### src/common/adcseq_defs.svh
`ifndef ADCSEQ_DEFS_SVH
`define ADCSEQ_DEFS_SVH

// block base addresses, chosen by the map-select input
`define ADCSEQ_BASE_HI        24'hfff700
`define ADCSEQ_BASE_LO        24'h7ff700
`define ADCSEQ_BLOCK_MASK     24'hffff80

// word offsets inside the 32-word block (byte addresses; result formats as regions, address bits 6:5)
`define ADCSEQ_OFF_CFG        7'h00
`define ADCSEQ_OFF_TEST       7'h04
`define ADCSEQ_OFF_PORT       7'h08
`define ADCSEQ_OFF_CTL_FIRST  7'h0c
`define ADCSEQ_OFF_CTL_SECOND 7'h10
`define ADCSEQ_OFF_STATUS     7'h14
`define ADCSEQ_OFF_RES_RU     2'h1
`define ADCSEQ_OFF_RES_LU     2'h2
`define ADCSEQ_OFF_RES_LS     2'h3

// module config fields
`define ADCSEQ_CFG_STOP       0
`define ADCSEQ_CFG_FRZ_LO     1
`define ADCSEQ_CFG_RST        3'h1

// first control register fields
`define ADCSEQ_C0_PRS_LO      0
`define ADCSEQ_C0_STS_LO      5
`define ADCSEQ_C0_RES10       7
`define ADCSEQ_PRS_RST        5'h03

// second control register fields
`define ADCSEQ_C1_CH_LO       0
`define ADCSEQ_C1_EIGHT_CONVERSION_BIT        4
`define ADCSEQ_C1_MULTI_CHANNEL_BIT        5
`define ADCSEQ_C1_SCAN        6

// status register fields
`define ADCSEQ_ST_CH_LO       8
`define ADCSEQ_ST_BUSY        14
`define ADCSEQ_ST_SCF         15

// freeze responses
`define ADCSEQ_FRZ_IGNORE     2'h0
`define ADCSEQ_FRZ_FINISH     2'h2
`define ADCSEQ_FRZ_NOW        2'h3

// sample phase lengths in converter clocks (mux and buffer less one, direct base as is), then SAR bit settings
`define ADCSEQ_PH_MUX_LAST    5'h01
`define ADCSEQ_PH_BUF_LAST    5'h01
`define ADCSEQ_PH_DIR_BASE    6'h02
`define ADCSEQ_SAR_MSB        4'h9
`define ADCSEQ_SAR_LSB8       4'h2
`define ADCSEQ_SAR_TOP        10'h200

`endif

### src/common/adcseq_pkg.sv
package adcseq_pkg;

   // sequencer states, one-hot
   typedef enum logic [4:0]
   {
      ST_IDLE    = 5'b00001,
      ST_MUX     = 5'b00010,
      ST_BUF     = 5'b00100,
      ST_DIR     = 5'b01000,
      ST_RESOLVE = 5'b10000
   } adcseq_state_e;

   typedef logic [9:0] adcseq_result_t;

endpackage

### src/logic/adcseq_prescaler.sv
`timescale 1ns/1ps
`include "adcseq_defs.svh"

module adcseq_prescaler
(
   // clock and reset
   input  wire logic       pclk,
   input  wire logic       presetn,
   // control
   input  wire logic [4:0] clock_prescale_field,
   input  wire logic       run,
   // converter clock
   output logic            tick,
   output logic            adc_clk
);

   logic [4:0] count_r;
   logic [4:0] limit;

   // reserved code zero behaves as code one, four clocks minimum
   assign limit = (clock_prescale_field == 5'h00) ? 5'h01 : clock_prescale_field;

   // first stage: modulus counter, divides by limit plus one
   always_ff @(posedge pclk or negedge presetn)
   begin
      if (!presetn)
         count_r <= 5'h00;
      else if (!run)
         count_r <= 5'h00;
      else if (count_r == limit)
         count_r <= 5'h00;
      else
         count_r <= count_r + 5'h01;
   end

   // second stage: divide by two, tick marks each full period
   always_ff @(posedge pclk or negedge presetn)
   begin
      if (!presetn)
      begin
         adc_clk <= 1'b0;
         tick    <= 1'b0;
      end
      else if (!run)
      begin
         adc_clk <= 1'b0; // gated off
         tick    <= 1'b0;
      end
      else
      begin
         if (count_r == limit)
            adc_clk <= ~adc_clk;
         tick <= (count_r == limit) && adc_clk;
      end
   end

endmodule // adcseq_prescaler

### src/logic/adcseq_top.sv
// The implementer's own choices: the APB register port and the register offsets.
`timescale 1ns/1ps
`include "adcseq_defs.svh"

// What this block does
// - decode 32 words: control, port, results
// - base address picked by map-select bit
// - buffered registers take writes at once
// - bus slave terminating its own cycles
// - results readable in three data formats
// - stop gates converter clock, registers stay
// - setting stop aborts a running conversion
// - reset sets stop; software clears it
// - freeze response field selects freeze behaviour
// - frozen: clock and sequencing stop, registers valid
// - unfreeze resumes at the next step
// - channel field selects inputs or references
// - sample period: mux, buffer, direct phases
// - resolve one bit per step, MSB first
// - conversion end copies SAR to result
// - first control write aborts and halts
// - second control write restarts a sequence
// - status shows sequence, channel, completion
// - five-bit modulus prescaler then divide by two
// - prescale resets to three, divide by eight
// - at least four bus clocks per converter clock
// - sample time field gives 2,4,8,16 clocks
// - control writes clear sequence and conversion flags
// - mode number is scan, multi, eight bits
module adcseq_top
(
   // clock and reset
   input  wire logic        pclk,
   input  wire logic        presetn,
   // apb slave
   input  wire logic        psel,
   input  wire logic        penable,
   input  wire logic        pwrite,
   input  wire logic [23:0] paddr,
   input  wire logic [31:0] pwdata,
   output logic      [31:0] prdata,
   output logic             pready,
   output logic             pslverr,
   // system
   input  wire logic        map_select_bit,
   input  wire logic        freeze,
   // analog front end
   input  wire logic [7:0]  external_analog_inputs,
   input  wire logic        comp_above,
   output logic      [3:0]  mux_select,
   output logic             sample_connect,
   output logic             buffer_charge,
   output logic             direct_connect,
   output logic      [9:0]  dac_code,
   output logic             adc_clk,
   output logic             frozen
);

   ////////////////////////////////////////////////////////////////////////////
   // declarations

   adcseq_pkg::adcseq_state_e  state_r;
   adcseq_pkg::adcseq_result_t result_r [8];
   logic [4:0]  st_bits;
   logic [2:0]  cfg_r;
   logic [15:0] test_r;
   logic [7:0]  ctl0_r;
   logic [6:0]  ctl1_r;
   logic [7:0]  ccf_r;
   logic        scf_r;
   logic [2:0]  idx_r;
   logic [4:0]  cnt_r;
   logic [3:0]  bit_r;
   logic [9:0]  sar_r;
   logic [3:0]  chan_r;
   logic        tick;
   logic        run;
   logic        in_block;
   logic [6:0]  off;
   logic        wr_en;
   logic        rd_en;
   logic        wr_cfg;
   logic        wr_c0;
   logic        wr_c1;
   logic        stop_rise;
   logic        abort;
   logic        last_bit;
   logic        conv_done;
   logic        last_conv;
   logic [2:0]  mode;
   logic [1:0]  frz;
   logic [9:0]  sar_nxt;
   logic [9:0]  sel_res;
   logic [31:0] rdata_nxt;

   ////////////////////////////////////////////////////////////////////////////
   // bus decode

   // block base follows the map-select input
   assign in_block = (paddr & `ADCSEQ_BLOCK_MASK)
                     == (map_select_bit ? `ADCSEQ_BASE_HI : `ADCSEQ_BASE_LO);
   assign off      = paddr[6:0]; // 32 words
   assign rd_en    = psel && penable && !pready;
   assign wr_en    = psel && penable && pready && pwrite && in_block;
   assign wr_cfg   = wr_en && (off[6:2] == `ADCSEQ_OFF_CFG >> 2);
   assign wr_c0    = wr_en && (off[6:2] == `ADCSEQ_OFF_CTL_FIRST >> 2);
   assign wr_c1    = wr_en && (off[6:2] == `ADCSEQ_OFF_CTL_SECOND >> 2);
   assign frz      = cfg_r[`ADCSEQ_CFG_FRZ_LO +: 2];
   assign mode     = {ctl1_r[`ADCSEQ_C1_SCAN], ctl1_r[`ADCSEQ_C1_MULTI_CHANNEL_BIT],
                      ctl1_r[`ADCSEQ_C1_EIGHT_CONVERSION_BIT]};

   // stop rising while busy, or any control write, aborts
   assign stop_rise = wr_cfg && pwdata[`ADCSEQ_CFG_STOP] && (state_r != adcseq_pkg::ST_IDLE);
   assign abort     = wr_c0 || wr_c1 || stop_rise;

   // one wait state: access phase is answered on its second cycle
   always_ff @(posedge pclk or negedge presetn)
   begin
      if (!presetn)
      begin
         pready  <= 1'b0;
         pslverr <= 1'b0;
      end
      else
      begin
         pready  <= rd_en; // slave ends every cycle itself
         pslverr <= rd_en && !in_block;
      end
   end

   ////////////////////////////////////////////////////////////////////////////
   // read data

   // result selected by low three word bits
   assign sel_res = result_r[off[4:2]];

   // read mux, three result formats
   always_comb
   begin
      rdata_nxt = 32'h0000_0000;
      case (off[6:5])
         2'h0:
         begin
            case (off)
               `ADCSEQ_OFF_CFG:        rdata_nxt = {29'h0, cfg_r};
               `ADCSEQ_OFF_TEST:       rdata_nxt = {16'h0, test_r};
               `ADCSEQ_OFF_PORT:       rdata_nxt = {24'h0, external_analog_inputs};
               `ADCSEQ_OFF_CTL_FIRST:  rdata_nxt = {24'h0, ctl0_r};
               `ADCSEQ_OFF_CTL_SECOND: rdata_nxt = {25'h0, ctl1_r};
               `ADCSEQ_OFF_STATUS:     rdata_nxt = {16'h0, scf_r,
                                                    state_r != adcseq_pkg::ST_IDLE,
                                                    2'h0, chan_r, ccf_r};
               default:                rdata_nxt = 32'h0000_0000;
            endcase
         end
         `ADCSEQ_OFF_RES_RU:
            rdata_nxt = ctl0_r[`ADCSEQ_C0_RES10] ? {22'h0, sel_res}
                                                   : {24'h0, sel_res[9:2]};
         `ADCSEQ_OFF_RES_LU:
            rdata_nxt = {16'h0, sel_res, 6'h00};
         `ADCSEQ_OFF_RES_LS:
            rdata_nxt = {16'h0, ~sel_res[9], sel_res[8:0], 6'h00};
         default:
            rdata_nxt = 32'h0000_0000;
      endcase
   end

   // read data captured on the first access cycle
   always_ff @(posedge pclk or negedge presetn)
   begin
      if (!presetn)
         prdata <= 32'h0000_0000;
      else if (rd_en && !pwrite && in_block)
         prdata <= rdata_nxt;
      else if (rd_en)
         prdata <= 32'h0000_0000;
   end

   ////////////////////////////////////////////////////////////////////////////
   // register writes

   // config and test take effect at once, stop set by reset
   always_ff @(posedge pclk or negedge presetn)
   begin
      if (!presetn)
      begin
         cfg_r  <= `ADCSEQ_CFG_RST;
         test_r <= 16'h0000;
      end
      else if (wr_en)
      begin
         if (off[6:2] == `ADCSEQ_OFF_CFG >> 2)
            cfg_r <= pwdata[2:0];
         if (off[6:2] == `ADCSEQ_OFF_TEST >> 2)
            test_r <= pwdata[15:0];
      end
   end

   // control registers
   always_ff @(posedge pclk or negedge presetn)
   begin
      if (!presetn)
      begin
         ctl0_r <= {3'h0, `ADCSEQ_PRS_RST};
         ctl1_r <= 7'h00;
      end
      else
      begin
         if (wr_c0)
            ctl0_r <= pwdata[7:0];
         if (wr_c1)
            ctl1_r <= pwdata[6:0];
      end
   end

   ////////////////////////////////////////////////////////////////////////////
   // clocking and freeze

   // freeze now, or at a conversion boundary
   always_ff @(posedge pclk or negedge presetn)
   begin
      if (!presetn)
         frozen <= 1'b0;
      else if (!freeze || frz == `ADCSEQ_FRZ_IGNORE || frz == 2'h1)
         frozen <= 1'b0;
      else if (frz == `ADCSEQ_FRZ_NOW)
         frozen <= 1'b1;
      else
         frozen <= frozen || conv_done || (state_r == adcseq_pkg::ST_IDLE);
   end

   // an abort also restarts the prescaler, so a new sequence starts on a fixed phase
   assign run = !cfg_r[`ADCSEQ_CFG_STOP] && !frozen && !abort;

   adcseq_prescaler u_prescaler
   (
      .pclk    (pclk),
      .presetn (presetn),
      .clock_prescale_field     (ctl0_r[`ADCSEQ_C0_PRS_LO +: 5]),
      .run     (run),
      .tick    (tick),
      .adc_clk (adc_clk)
   );

   ////////////////////////////////////////////////////////////////////////////
   // sequencer

   assign last_bit  = bit_r == (ctl0_r[`ADCSEQ_C0_RES10] ? 4'h0 : `ADCSEQ_SAR_LSB8);
   assign conv_done = tick && (state_r == adcseq_pkg::ST_RESOLVE) && last_bit;
   assign last_conv = idx_r == (mode[0] ? 3'h7 : 3'h3);

   // comparator decides the bit under trial
   always_comb
   begin
      sar_nxt        = sar_r;
      sar_nxt[bit_r] = comp_above;
      if (!last_bit)
         sar_nxt[bit_r - 4'h1] = 1'b1;
   end

   // state, phase counts and sar, advanced on converter clock ticks
   always_ff @(posedge pclk or negedge presetn)
   begin
      if (!presetn)
      begin
         state_r <= adcseq_pkg::ST_IDLE;
         cnt_r   <= 5'h00;
         bit_r   <= `ADCSEQ_SAR_MSB;
         sar_r   <= 10'h000;
         idx_r   <= 3'h0;
      end
      else if (abort)
      begin
         // second control write restarts unless stopped
         if (wr_c1 && !cfg_r[`ADCSEQ_CFG_STOP])
            state_r <= adcseq_pkg::ST_MUX;
         else
            state_r <= adcseq_pkg::ST_IDLE;
         cnt_r <= `ADCSEQ_PH_MUX_LAST;
         idx_r <= 3'h0;
         sar_r <= 10'h000;
      end
      else if (tick)
      begin
         case (state_r)
            adcseq_pkg::ST_MUX:
            begin
               cnt_r <= cnt_r - 5'h01;
               if (cnt_r == 5'h00)
               begin
                  state_r <= adcseq_pkg::ST_BUF;
                  cnt_r   <= `ADCSEQ_PH_BUF_LAST;
               end
            end
            adcseq_pkg::ST_BUF:
            begin
               cnt_r <= cnt_r - 5'h01;
               if (cnt_r == 5'h00)
               begin
                  state_r <= adcseq_pkg::ST_DIR;
                  cnt_r   <= 5'((`ADCSEQ_PH_DIR_BASE << ctl0_r[`ADCSEQ_C0_STS_LO +: 2])
                                - 6'h01);
               end
            end
            adcseq_pkg::ST_DIR:
            begin
               cnt_r <= cnt_r - 5'h01;
               if (cnt_r == 5'h00)
               begin
                  state_r <= adcseq_pkg::ST_RESOLVE;
                  bit_r   <= `ADCSEQ_SAR_MSB;
                  sar_r   <= `ADCSEQ_SAR_TOP; // msb under trial first
               end
            end
            adcseq_pkg::ST_RESOLVE:
            begin
               sar_r <= sar_nxt;
               bit_r <= bit_r - 4'h1;
               if (last_bit)
               begin
                  cnt_r <= `ADCSEQ_PH_MUX_LAST;
                  if (last_conv && !mode[2])
                     state_r <= adcseq_pkg::ST_IDLE; // index kept: status shows last channel
                  else
                  begin
                     state_r <= adcseq_pkg::ST_MUX; // next conversion, or scan repeats
                     idx_r   <= last_conv ? 3'h0 : idx_r + 3'h1;
                  end
               end
            end
            default:
               state_r <= adcseq_pkg::ST_IDLE;
         endcase
      end
   end

   // result transfer at conversion end
   always_ff @(posedge pclk or negedge presetn)
   begin
      if (!presetn)
      begin
         for (int i = 0; i < 8; i++)
            result_r[i] <= 10'h000;
      end
      else if (conv_done && !abort)
         result_r[idx_r] <= sar_nxt;
   end

   // completion flags, cleared by either control write
   always_ff @(posedge pclk or negedge presetn)
   begin
      if (!presetn)
      begin
         ccf_r <= 8'h00;
         scf_r <= 1'b0;
      end
      else if (wr_c0 || wr_c1)
      begin
         ccf_r <= 8'h00;
         scf_r <= 1'b0;
      end
      else if (conv_done && !abort)
      begin
         ccf_r[idx_r] <= 1'b1;
         if (last_conv)
            scf_r <= 1'b1;
      end
   end

   // channel under conversion: base, or base plus index in multi mode
   always_ff @(posedge pclk or negedge presetn)
   begin
      if (!presetn)
         chan_r <= 4'h0;
      else
         chan_r <= ctl1_r[`ADCSEQ_C1_CH_LO +: 4]
                   + (mode[1] ? {1'b0, idx_r} : 4'h0);
   end

   ////////////////////////////////////////////////////////////////////////////
   // front end outputs

   assign st_bits        = state_r;
   assign mux_select     = chan_r;
   assign sample_connect = st_bits[1];
   assign buffer_charge  = st_bits[2];
   assign direct_connect = st_bits[3];
   assign dac_code       = sar_r;

endmodule // adcseq_top

### config.mk
export PLATFORM = sky130hd
export DESIGN_NAME = adcseq_top
export DESIGN_NICKNAME = d
export VERILOG_FILES = /design/src/common/adcseq_pkg.sv /design/src/logic/adcseq_prescaler.sv /design/src/logic/adcseq_top.sv
export VERILOG_INCLUDE_DIRS = /design/src /design/src/common
export SDC_FILE = /design/constraint.sdc
export NUM_CORES = 1
export LEC_CHECK = 0
export BUFFER_PORTS_ARGS = -buffer_cell sky130_fd_sc_hd__clkbuf_2
export CAP_MARGIN = 0
export CORE_MARGIN = 4
export CORE_UTILIZATION = 35
export CTS_CLUSTER_DIAMETER = 100
export DETAILED_ROUTE_END_ITERATION = 10
export GPL_TIMING_DRIVEN = 0
export PLACE_DENSITY_LB_ADDON = 0.2
export RECOVER_POWER = 100
export SLEW_MARGIN = 25
export SYNTH_ARGS = -nofsm -noshare
export SYNTH_HDL_FRONTEND = slang
export SYNTH_SLANG_ARGS = --single-unit
### constraint.sdc
create_clock -name pclk -period 6.58 [get_ports pclk]
set_input_delay 0 -clock pclk [delete_from_list [all_inputs] [get_ports pclk]]
set_output_delay 0 -clock pclk [all_outputs]
set_load 0.03 [all_outputs]
==> results of run 1 <==
state kept, by name, indices dropped and copies added, names as in the netlist, 7 cells and up:
signal,flops
test_r,16
ctl1_r,7
dac_code,10
ctl0_r,8
result_r,80
prdata,16
ccf_r,8
synthesized netlist by cell type (7+ instances only):
cell	instances
mux4_2	21
nand2_1	70
inv_1	24
xnor2_1	11
o21ai_0	18
mux2_2	30
dfrtp_1	174
nor2b_1	10
mux2_1	24
a22oi_1	12
o31ai_1	7
nand3b_1	10
mux2_4	63
a21oi_1	33
buf_4	16
clkbuf_1	26
nand3_1	11
mux2i_1	22
nor2_1	51
nand2b_1	10
ha_1	11
nor3_1	9
buf_6	10
nand4_1	8
final cells by class:
type                    count  area share
plain buffers              61      0.0270
well taps                 372      0.0419
repair buffers            113      0.0596
flip-flops and latches    180       0.406
clock buffers              20      0.0402
inverters                  24     0.00811
clock inverters            12      0.0109
multi-input cells         565       0.406
report_power, final:
part	switching [mW]	internal (mW)	leakage (nW)
combinational	0.0945	0.0594	2.38
clock	0.469	0.540	0.270
sequential	0.000368	1.11	2.20
cell families (layout without fill, tap and decap cells):
logic type                 Yosys count  after routing
xor gates and xnor gates            14             14
other                                1             16
DFF                                180            180
and+or+nand+nor                    231            231
adders and majority gates           12             12
AOI/OAI and AO/OA                  132            132
muxes                              160            160
buffers and inverters               85            230
placed cells by master (no fill, tap or decap), types with 16 or more instances in the layout:
cell / n
clkbuf_2: 50
inv_1: 24
nor2_1: 51
mux2_1: 83
dfrtp_1: 174
o21ai_0: 18
mux2i_1: 22
a21oi_1: 33
mux4_2: 21
clkbuf_16: 17
nand2_1: 70
mux2_2: 30
conb_1: 16
buf_4: 18
clkbuf_1: 80
dlygate4sd3_1: 19
routing by layer:
layer,track usage,share of wire,routed length (um),up-vias
met5,0,0,0,-
met1,0.257,0.48,13000,3568
met4,0.0422,0.011,294,0
met2,0.273,0.46,12500,171
li1,-,-,-,3255
met3,0.0318,0.045,1210,19
final timing paths:
check                      slack [ns]  startpoint                endpoint
hold reg to reg                  0.48  prdata[14]              prdata[14]
setup / recovery                 2.43    paddr[5]            result_r[54]
min in group asynchronous        1.08     presetn  u_prescaler.count_r[1]
max in group asynchronous        3.78     presetn                 pslverr
setup reg to reg                 2.59  st_bits[0]            result_r[54]
hold / removal                   0.04    paddr[0]               prdata[6]
critical path, delay by kind of cell:
family                 cells  cell delay, ns
AOI/OAI and AO/OA          1            1.29
buffers and inverters      5            1.92
muxes                      1            0.47
and+or+nand+nor            3            0.76
metrics by stage:
stage           util  area, sq um  power, mW
2_1_floorplan      -         9740       1.20
3_5_place_dp   0.397        10800       1.28
4_1_cts        0.425        11500       2.29
3_3_place_gp   0.393        10700       1.27
6_report       0.410        11100       2.27
5_1_grt        0.410        11100       2.35
==> results.txt, run 1 <==
Max-slew headroom = -1.01
Postcts setup bufs = 0
Initial core utilization = 0.357
Setup TNS = 0 ns
Worst setup margin = 2.43 ns
Die W = 174 um
IO buf count = 89
Synth area leader = dfrtp_1
Dpl ws = 3.57 ns
Core Region = 27100 sq um
Per-cell routed wire length = 20.1 um
Critical path data required time = 6.89 ns
Nets = 1046
Depth of the worst register-to-register path = 8
Final hold vios = 0
Mux contribution to synthesized area = 0.232
Mean Syn Cell Area = 11.9 sq um
Asr flop ratio synth = 1.00
Clk_lat worst skew = 0.44 ns
Hold crit path type = in -> reg
Sequential area share after synthesis = 0.466
First-pass GRT wire length = 42000 um
Storage element area = 4510 sq um
Die area = 30400 sq um
Max-cap violations = 2
Area Overhead vs Synth = 14.7%
Clk sink count = 180
Number of synthesized flops with an enable pin = 0
Worst Tran Pin Value = 3.02 ns
Largest family of logic cells by synthesized area = multiplexers
Largest net degree at the start of global routing = 83
Post-DP HPWL = 19500 um
Worst hold path cell count = 4
Non-filler cells, final = 1347
Flops & latches, synth = 180
Mapped cell area = 9690 sq um
Outcome = finished, violations left
IO Count = 125
Yosys cell types = 77
# setup viols final = 0
Hold-fix buffers, CTS = 19
Post-route ant nets = 0
Die Y = 174 um
F_max = 241 MHz
Post-synthesis compound-gate area fraction = 0.0992
Overall global routing resource usage = 0.176
Clk slew on worst S/H paths = 0.07 ns
# rows = 60
Antenna diodes = 0
Failing checks = max-capacitance violations, max-slew violations
Crit-path max FO = 10
CP most frequent cell = clkbuf_1
Max clock buf depth = 2
Total wire length = 27000 um
Hold WS = 0.0428 ns
Warnings, synthesis = 0
CP arrival = 4.46 ns
PD cells = 204 nW/um^2
Filler cells = 2708
Adder-Cell Fraction of Synth Area = 0.0163
First drt pass iteration count = 6
Fin crit period = 4.15 ns
Worst-path cell chain = dlygate4sd3_1 > clkbuf_1 > or2_1 > clkbuf_1 > or2_0 > a2111oi_0 > clkbuf_1 > nor3_1 > clkbuf_1 > mux2_1
DR vias/cell = 5.21
Post-Synth XOR/XNOR Area = 0.0127
Worst path max stage delay = 1.29 ns
Ys flop type = dfrtp_1
Synth area leaders = dfrtp_1, mux2_4, mux4_2, mux2_2, mux2_1
RSZ-0062 raised after global routing = no
Post-synth top area share = 0.449
Tcrit/Tclk final = 0.630
Kind of critical path = in -> reg
# H-tree levels = 4
Post-Synth Simple-Gate Area = 0.126
Placed instance count = 1296
Post-Syn Instances = 815
Critical path endpoint category = flop
Slowest-stage cell, CP = a2111oi_0
Number of global-route vias before repair = 7073
Max-slew violations = 57
GPL Wtd Cong = 0.826
Total global routing overflow = 0
Post-route clock skew = 0.0143 ns
Startpoint types = primary input
Root Buffer = clkbuf_16
Initial antenna violation count = 0
Cts bufs inserted = 17
VDD IR max = 0.145 mV
Post-CTS resize count = 0
Multi-input gate area = 4510 sq um
Via count = 7013
Initial drt markers = 441
Fraction of layout cells with a size suffix above 1 = 0.189
Residual DRC = 0
LEAKAGE = 4.85 nW
CTS tree = done
(Power assumes the default switching activity.)
==> run 2, diff against run 1 <==
==> constraint.sdc (replaced) <==
create_clock -name pclk -period 3.4 [get_ports pclk]
set_input_delay 0 -clock pclk [delete_from_list [all_inputs] [get_ports pclk]]
set_output_delay 0 -clock pclk [all_outputs]
set_load 0.03 [all_outputs]
==> run 2 against run 1 <==
Effect of this change:
- the run still ends with max-capacitance violations, max-slew violations left
- power is 94% higher
- register-to-register slack worse by 2.2 ns
- non-clock buffer count unchanged
- setup slack worse by 2.1 ns
- sequential share of layout area down 0.28 points
- core utilization grew 0.29 points
- count of clock-buffer cells in the layout unchanged
- first-iteration DRC count up 12%
- flip-flop and latch count unchanged
- design area up 0.70%
- cell count unchanged
==> results.txt, run 2 (same netlist as run 1, synthesis figures left out) <==
Via count = 7003 (-0.14%)
Root Buffer = clkbuf_16
Total global routing overflow = 0 (unchanged)
Post-DP HPWL = 19500 um (unchanged)
CP arrival = 3.34 ns (-1.12 ns)
Crit path max-delay family = simple AND/OR/NAND/NOR gates
# rows = 60 (unchanged)
IO Count = 125 (unchanged)
DR vias/cell = 5.20 (-0.14%)
RSZ-0062 raised after global routing = no
Kind of critical path = reg -> reg
Max clock buf depth = 2 (unchanged)
Clock share of power = 0.445 (about the same)
Sw power = 1.10 mW (+94%)
PD cells = 393 nW/um^2 (+92%)
Worst-path cell chain = clkbuf_1 > or3_1 > nor2_1 > nand2_1 > or4b_1 > buf_6 > mux2_1
Max-slew violations = 49 (-14%)
Nets = 1046 (unchanged)
Number of global-route vias before repair = 7073 (unchanged)
Hold crit path type = in -> reg
Critical path data required time = 3.72 ns (-3.17 ns)
Max-slew headroom = -0.740 (+0.271)
Total wire length = 27000 um (-0.14%)
Fin crit period = 3.02 ns
Clk slew on worst S/H paths = 0.07 ns (about the same)
Post-route clock skew = 0.0146 ns (+0.000269 ns)
Post-Route Utilization = 0.413 (+0.00286)
Initial antenna violation count = 0 (unchanged)
Worst path max stage delay = 0.65 ns (-0.64 ns)
Startpoint types = flop
Slowest-stage cell, CP = or4b_1
Overall global routing resource usage = 0.176 (unchanged)
Final Power = 4.40 mW (+94%)
Sequential power share = 0.487 (about the same)
Largest register by flop count = result_r
First drt pass iteration count = 7 (+1)
Post-route ant nets = 0 (unchanged)
Largest registers = result_r (80), prdata (16), test_r (16)
Die W = 174 um (unchanged)
GPL Wtd Cong = 0.826 (unchanged)
CTS tree = done
Switch share = 0.249 (+0.000700)
F_max = 331 MHz
LEAKAGE = 4.90 nW (+1.0%)
IO buf count = 89 (unchanged)
Commonest non-fill, non-tap cell in the layout = dfrtp_1
Final hold vios = 0 (unchanged)
Antenna diodes = 0 (unchanged)
P_int = 3.30 mW (+94%)
Failing checks = max-capacitance violations, max-slew violations
Initial core utilization = 0.357 (unchanged)
Worst Tran Pin Value = 2.61 ns (-0.407 ns)
Cts bufs inserted = 17 (unchanged)
Die area = 30400 sq um (unchanged)
Area Overhead vs Synth = 15.5%
Crit-path max FO = 10 (unchanged)
Logic pwr share = 0.068 (about the same)
Postcts setup bufs = 0 (unchanged)
Max-cap violations = 1 (-1)
Worst setup margin = 0.378 ns (-2.05 ns)
Critical path endpoint category = flop
Core Region = 27100 sq um (unchanged)
R2R setup slack = 0.38 ns (-2.21 ns)
Fraction of layout cells with a size suffix above 1 = 0.194 (+0.00513)
Clk_lat worst skew = 0.44 ns (about the same)
Die Y = 174 um (unchanged)
Most frequent cells in the layout = dfrtp_1, mux2_1, nand2_1
Dpl ws = 0.394 ns (-3.18 ns)
Residual DRC = 0 (unchanged)
VDD IR max = 0.291 mV (+100%)
First-pass GRT wire length = 42000 um (unchanged)
Max reg flops = 80 (unchanged)
Outcome = finished, violations left
# setup viols final = 0 (unchanged)
Clk sink count = 180 (unchanged)
Tcrit/Tclk final = 0.889
# H-tree levels = 4 (unchanged)
Largest net degree at the start of global routing = 83 (unchanged)
Buf/Inv on CP = 2 (-3)
Per-cell routed wire length = 20.0 um (-0.14%)
Initial drt markers = 495 (+12%)
-- run 2: worst min-delay path, delay by kind of cell --
family                 cells  cell delay, ns
AOI/OAI and AO/OA          2            0.25
buffers and inverters      1            0.10
and+or+nand+nor            1            0.07
-- run 2: metal layers --
layer | GRT usage | vias to the layer above | wire length, um
li1 | - | 3257 | -
met1 | 0.257 | 3575 | 13100
met2 | 0.273 | 149 | 12400
met3 | 0.0318 | 22 | 1130
met4 | 0.0422 | 0 | 308
met5 | 0 | - | 0
-- run 2: timing repair --
| action | 4_1_cts | 5_1_grt |
|---|---|---|
| resized for setup | 0 | 0 |
| hold endpoints to repair | 184 | 0 |
| hold buffers | 19 | 0 |
| endpoints found under the setup margin | 0 | 0 |
-- run 2: cell type report --
class                   instances  area [sq um]
clock inverters                12           121
clock buffers                  20           447
repair buffers                113           668
flip-flops and latches        180          4510
fillers                      2694         15900
plain buffers                  61           369
multi-input cells             565          4510
inverters                      24          90.1
well taps                     372           465
-- run 2: path summary, 6_finish.rpt --
check | startpoint | to | cells past startpoint
max in group asynchronous | presetn | pslverr | 2
min | paddr[0] | prdata[6] | 4
max | bit_r[2] | result_r[11] | 7
min in group asynchronous | presetn | u_prescaler.count_r[4] | 2
max reg2reg | bit_r[2] | result_r[11] | 7
min reg2reg | prdata[14] | prdata[14] | 2
-- run 2: power groups by stage --
stage,Combinational (mW),Sequential [mW],Clock (mW)
after CTS,0.305,2.14,1.99
after floorplan,0.144,2.19,0
after global routing,0.328,2.14,2.08
final,0.298,2.14,1.96
after global placement,0.277,2.18,0
after detailed placement,0.287,2.18,0
-- run 2: stage by stage --
stage          cell area [sq um]  hold slack [ns]  setup TNS [ns]  std cells
6_report                   11200           0.0381               0       1347
5_1_grt                    11200           0.0345               0       1347
4_1_cts                    11500          0.00711               0       1347
3_5_place_dp               10800         -0.00815               0       1296
3_3_place_gp               10700            0.235         -212.89       1291
2_1_floorplan               9740           -0.296               0        830
==> run 3, diff against run 2 <==
--- a/config.mk
+++ b/config.mk
@@ -6,12 +6,12 @@
 export SDC_FILE = /design/constraint.sdc
 export NUM_CORES = 1
 export LEC_CHECK = 0
-export BUFFER_PORTS_ARGS = -buffer_cell sky130_fd_sc_hd__clkbuf_2
 export CAP_MARGIN = 0
 export CORE_MARGIN = 4
 export CORE_UTILIZATION = 35
 export CTS_CLUSTER_DIAMETER = 100
 export DETAILED_ROUTE_END_ITERATION = 10
+export DONT_BUFFER_PORTS = 1
 export GPL_TIMING_DRIVEN = 0
 export PLACE_DENSITY_LB_ADDON = 0.2
 export RECOVER_POWER = 100
==> run 3 against run 2 <==
Effect of this change:
- the run ends with negative hold slack left
- flip-flop and latch count stayed put
- critical path depth is 1 lower
- clock skew up 0.0041 ns
- non-clock buffer count fell by 88
- first-iteration DRC count is 9.9% lower
- critical endpoint is now test_r[12]
- largest power group unchanged
- highest routed layer unchanged
==> results.txt, run 3 (same netlist as run 1, synthesis figures left out) <==
IO Count = 125 (unchanged)
# rows = 60 (unchanged)
CTS tree = done
Max-cap violations = 0 (-1)
CP arrival = 3.29 ns (-0.05 ns)
Met3 usage = 0.0413 (+0.00957)
Post-DP HPWL = 19000 um (-2.5%)
Initial core utilization = 0.357 (unchanged)
R2R Path End = test_r[12]
Via count = 6692 (-4.4%)
Total wire length = 26500 um (-1.6%)
Hold-fix buffers, CTS = 23 (+4)
GPL Wtd Cong = 0.832 (+0.70%)
Max-slew violations = 0 (-100%)
Clk slew on worst S/H paths = 0.08 ns (about the same)
Fin crit period = 2.97 ns (-0.0514 ns)
Crit path max-delay family = simple AND/OR/NAND/NOR gates
Critical path data required time = 3.72 ns (about the same)
Buf/Inv on CP = 1 (-1)
Hold WS = -0.741 ns (-0.780 ns)
Hold crit path type = in -> async
Depth of the worst register-to-register path = 6 (-1)
Critical path endpoint category = flop
PD cells = 402 nW/um^2 (+2.3%)
Max clock buf depth = 2 (unchanged)
Met1 usage = 0.248 (-0.00926)
Die area = 30400 sq um (unchanged)
Outcome = finished, violations left
Die W = 174 um (unchanged)
Multi-input gate area = 4520 sq um (+0.14%)
Largest registers = result_r (80), prdata (16), test_r (16)
Initial antenna violation count = 3 (+3)
Number of global-route vias before repair = 6967 (-1.5%)
Worst path max stage delay = 0.54 ns (-0.11 ns)
Final hold vios = 180 (+180)
Setup TNS = 0 ns (unchanged)
Most frequent cells in the layout = dfrtp_1, mux2_1, nand2_1
Post-route clock skew = 0.0187 ns (+0.00406 ns)
R2R setup slack = 0.43 ns (+0.05 ns)
Dpl ws = 0.428 ns (+0.0343 ns)
Clk_lat worst skew = 0.44 ns (about the same)
First-pass GRT wire length = 41800 um (-0.43%)
Reg2Reg Launch Point = pready
Worst-path cell chain = nand4_1 > or2_0 > nor4_1 > nand2_1 > clkbuf_1 > mux2_2
Max reg flops = 80 (unchanged)
Area Overhead vs Synth = 11.5%
Placement Cell Area = 10200 sq um (-4.8%)
GR peak layer = met2
Die Y = 174 um (unchanged)
F_max = 337 MHz (+1.7%)
First drt pass iteration count = 5 (-2)
Residual DRC = 0 (unchanged)
Final instance area = 10800 sq um (-3.5%)
VDD IR max = 0.290 mV (-0.51%)
Clk sink count = 180 (unchanged)
Failing checks = negative hold slack
Kind of critical path = reg -> reg
Storage element area = 4510 sq um (unchanged)
Overall global routing resource usage = 0.176 (-0.000723)
Postcts setup bufs = 0 (unchanged)
IO buf count = 0 (-100%)
Nets = 958 (-8.4%)
Met2 usage = 0.276 (+0.00341)
Post-route ant nets = 0 (unchanged)
Core Region = 27100 sq um (unchanged)
# H-tree levels = 4 (unchanged)
Crit-path max FO = 10 (unchanged)
RSZ-0062 raised after global routing = no
Initial drt markers = 446 (-9.9%)
Fraction of layout cells with a size suffix above 1 = 0.159 (-0.0349)
Largest register by flop count = result_r
Root Buffer = clkbuf_16
Largest net degree at the start of global routing = 181 (+120%)
Startpoint types = flop
Tcrit/Tclk final = 0.874 (-0.0151)
Worst setup margin = 0.430 ns (+0.0514 ns)
Filler cells = 2635 (-2.2%)
Commonest non-fill, non-tap cell in the layout = dfrtp_1
Max-slew headroom = 0.364 (+1.10)
Slowest-stage cell, CP = dfrtp_1
# setup viols final = 0 (unchanged)
LEAKAGE = 4.66 nW (-4.8%)
Total global routing overflow = 0 (unchanged)
Cts bufs inserted = 17 (unchanged)
DR vias/cell = 5.30 (+2.0%)
Final Power = 4.34 mW (-1.2%)
Worst Tran Pin Value = 0.955 ns (-1.66 ns)
Post-CTS resize count = 0 (unchanged)
Per-cell routed wire length = 21.0 um (+5.1%)
[run 3: per-stage QoR]
stage                util  hold WS [ns]  std cells
CTS                 0.408        -0.762       1259
detailed placement  0.378        -0.288       1204
global placement    0.377        -0.287       1202
floorplan               -        -0.296        830
finish              0.398        -0.741       1262
global route        0.398        -0.776       1260
[run 3: final cells by class]
class / count / area share
Antenna cell: 3 / 0.000695
Buffer: 61 / 0.0344
Timing Repair Buffer: 25 / 0.0225
Tap cell: 372 / 0.0431
Inverter: 24 / 0.00834
Multi-Input combinational cell: 565 / 0.418
Sequential cell: 180 / 0.418
Clock inverter: 15 / 0.0152
Clock buffer: 17 / 0.0394
[run 3: worst max-delay path by stage]
stage | start | end | depth (start not counted)
2_1_floorplan | st_bits[3] | result_r[1] | 7
3_3_place_gp | pready | test_r[9] | 6
3_5_place_dp | pready | test_r[10] | 6
4_1_cts | pready | test_r[12] | 6
5_1_grt | pready | test_r[12] | 6
6_report | pready | test_r[12] | 6
[run 3: power breakdown]
group / switching, mW / internal [mW] / leakage (nW)
Sequential: 0.00365 / 2.14 / 2.20
Combinational: 0.126 / 0.0888 / 2.18
Clock: 0.939 / 1.04 / 0.291
[run 3: worst register-to-register path: cells and delay by family (launching register included)]
family | cells | cell delay (ns)
simple gates | 4 | 1.47
flops | 1 | 0.54
mux | 1 | 0.40
buf+inv | 1 | 0.44
[run 3: layer usage]
| metal | part of all wire | vias to the layer above |
|---|---|---|
| met5 | 0 | - |
| met4 | 0.011 | 0 |
| met3 | 0.054 | 21 |
| met2 | 0.46 | 176 |
| met1 | 0.47 | 3405 |
| li1 | - | 3090 |
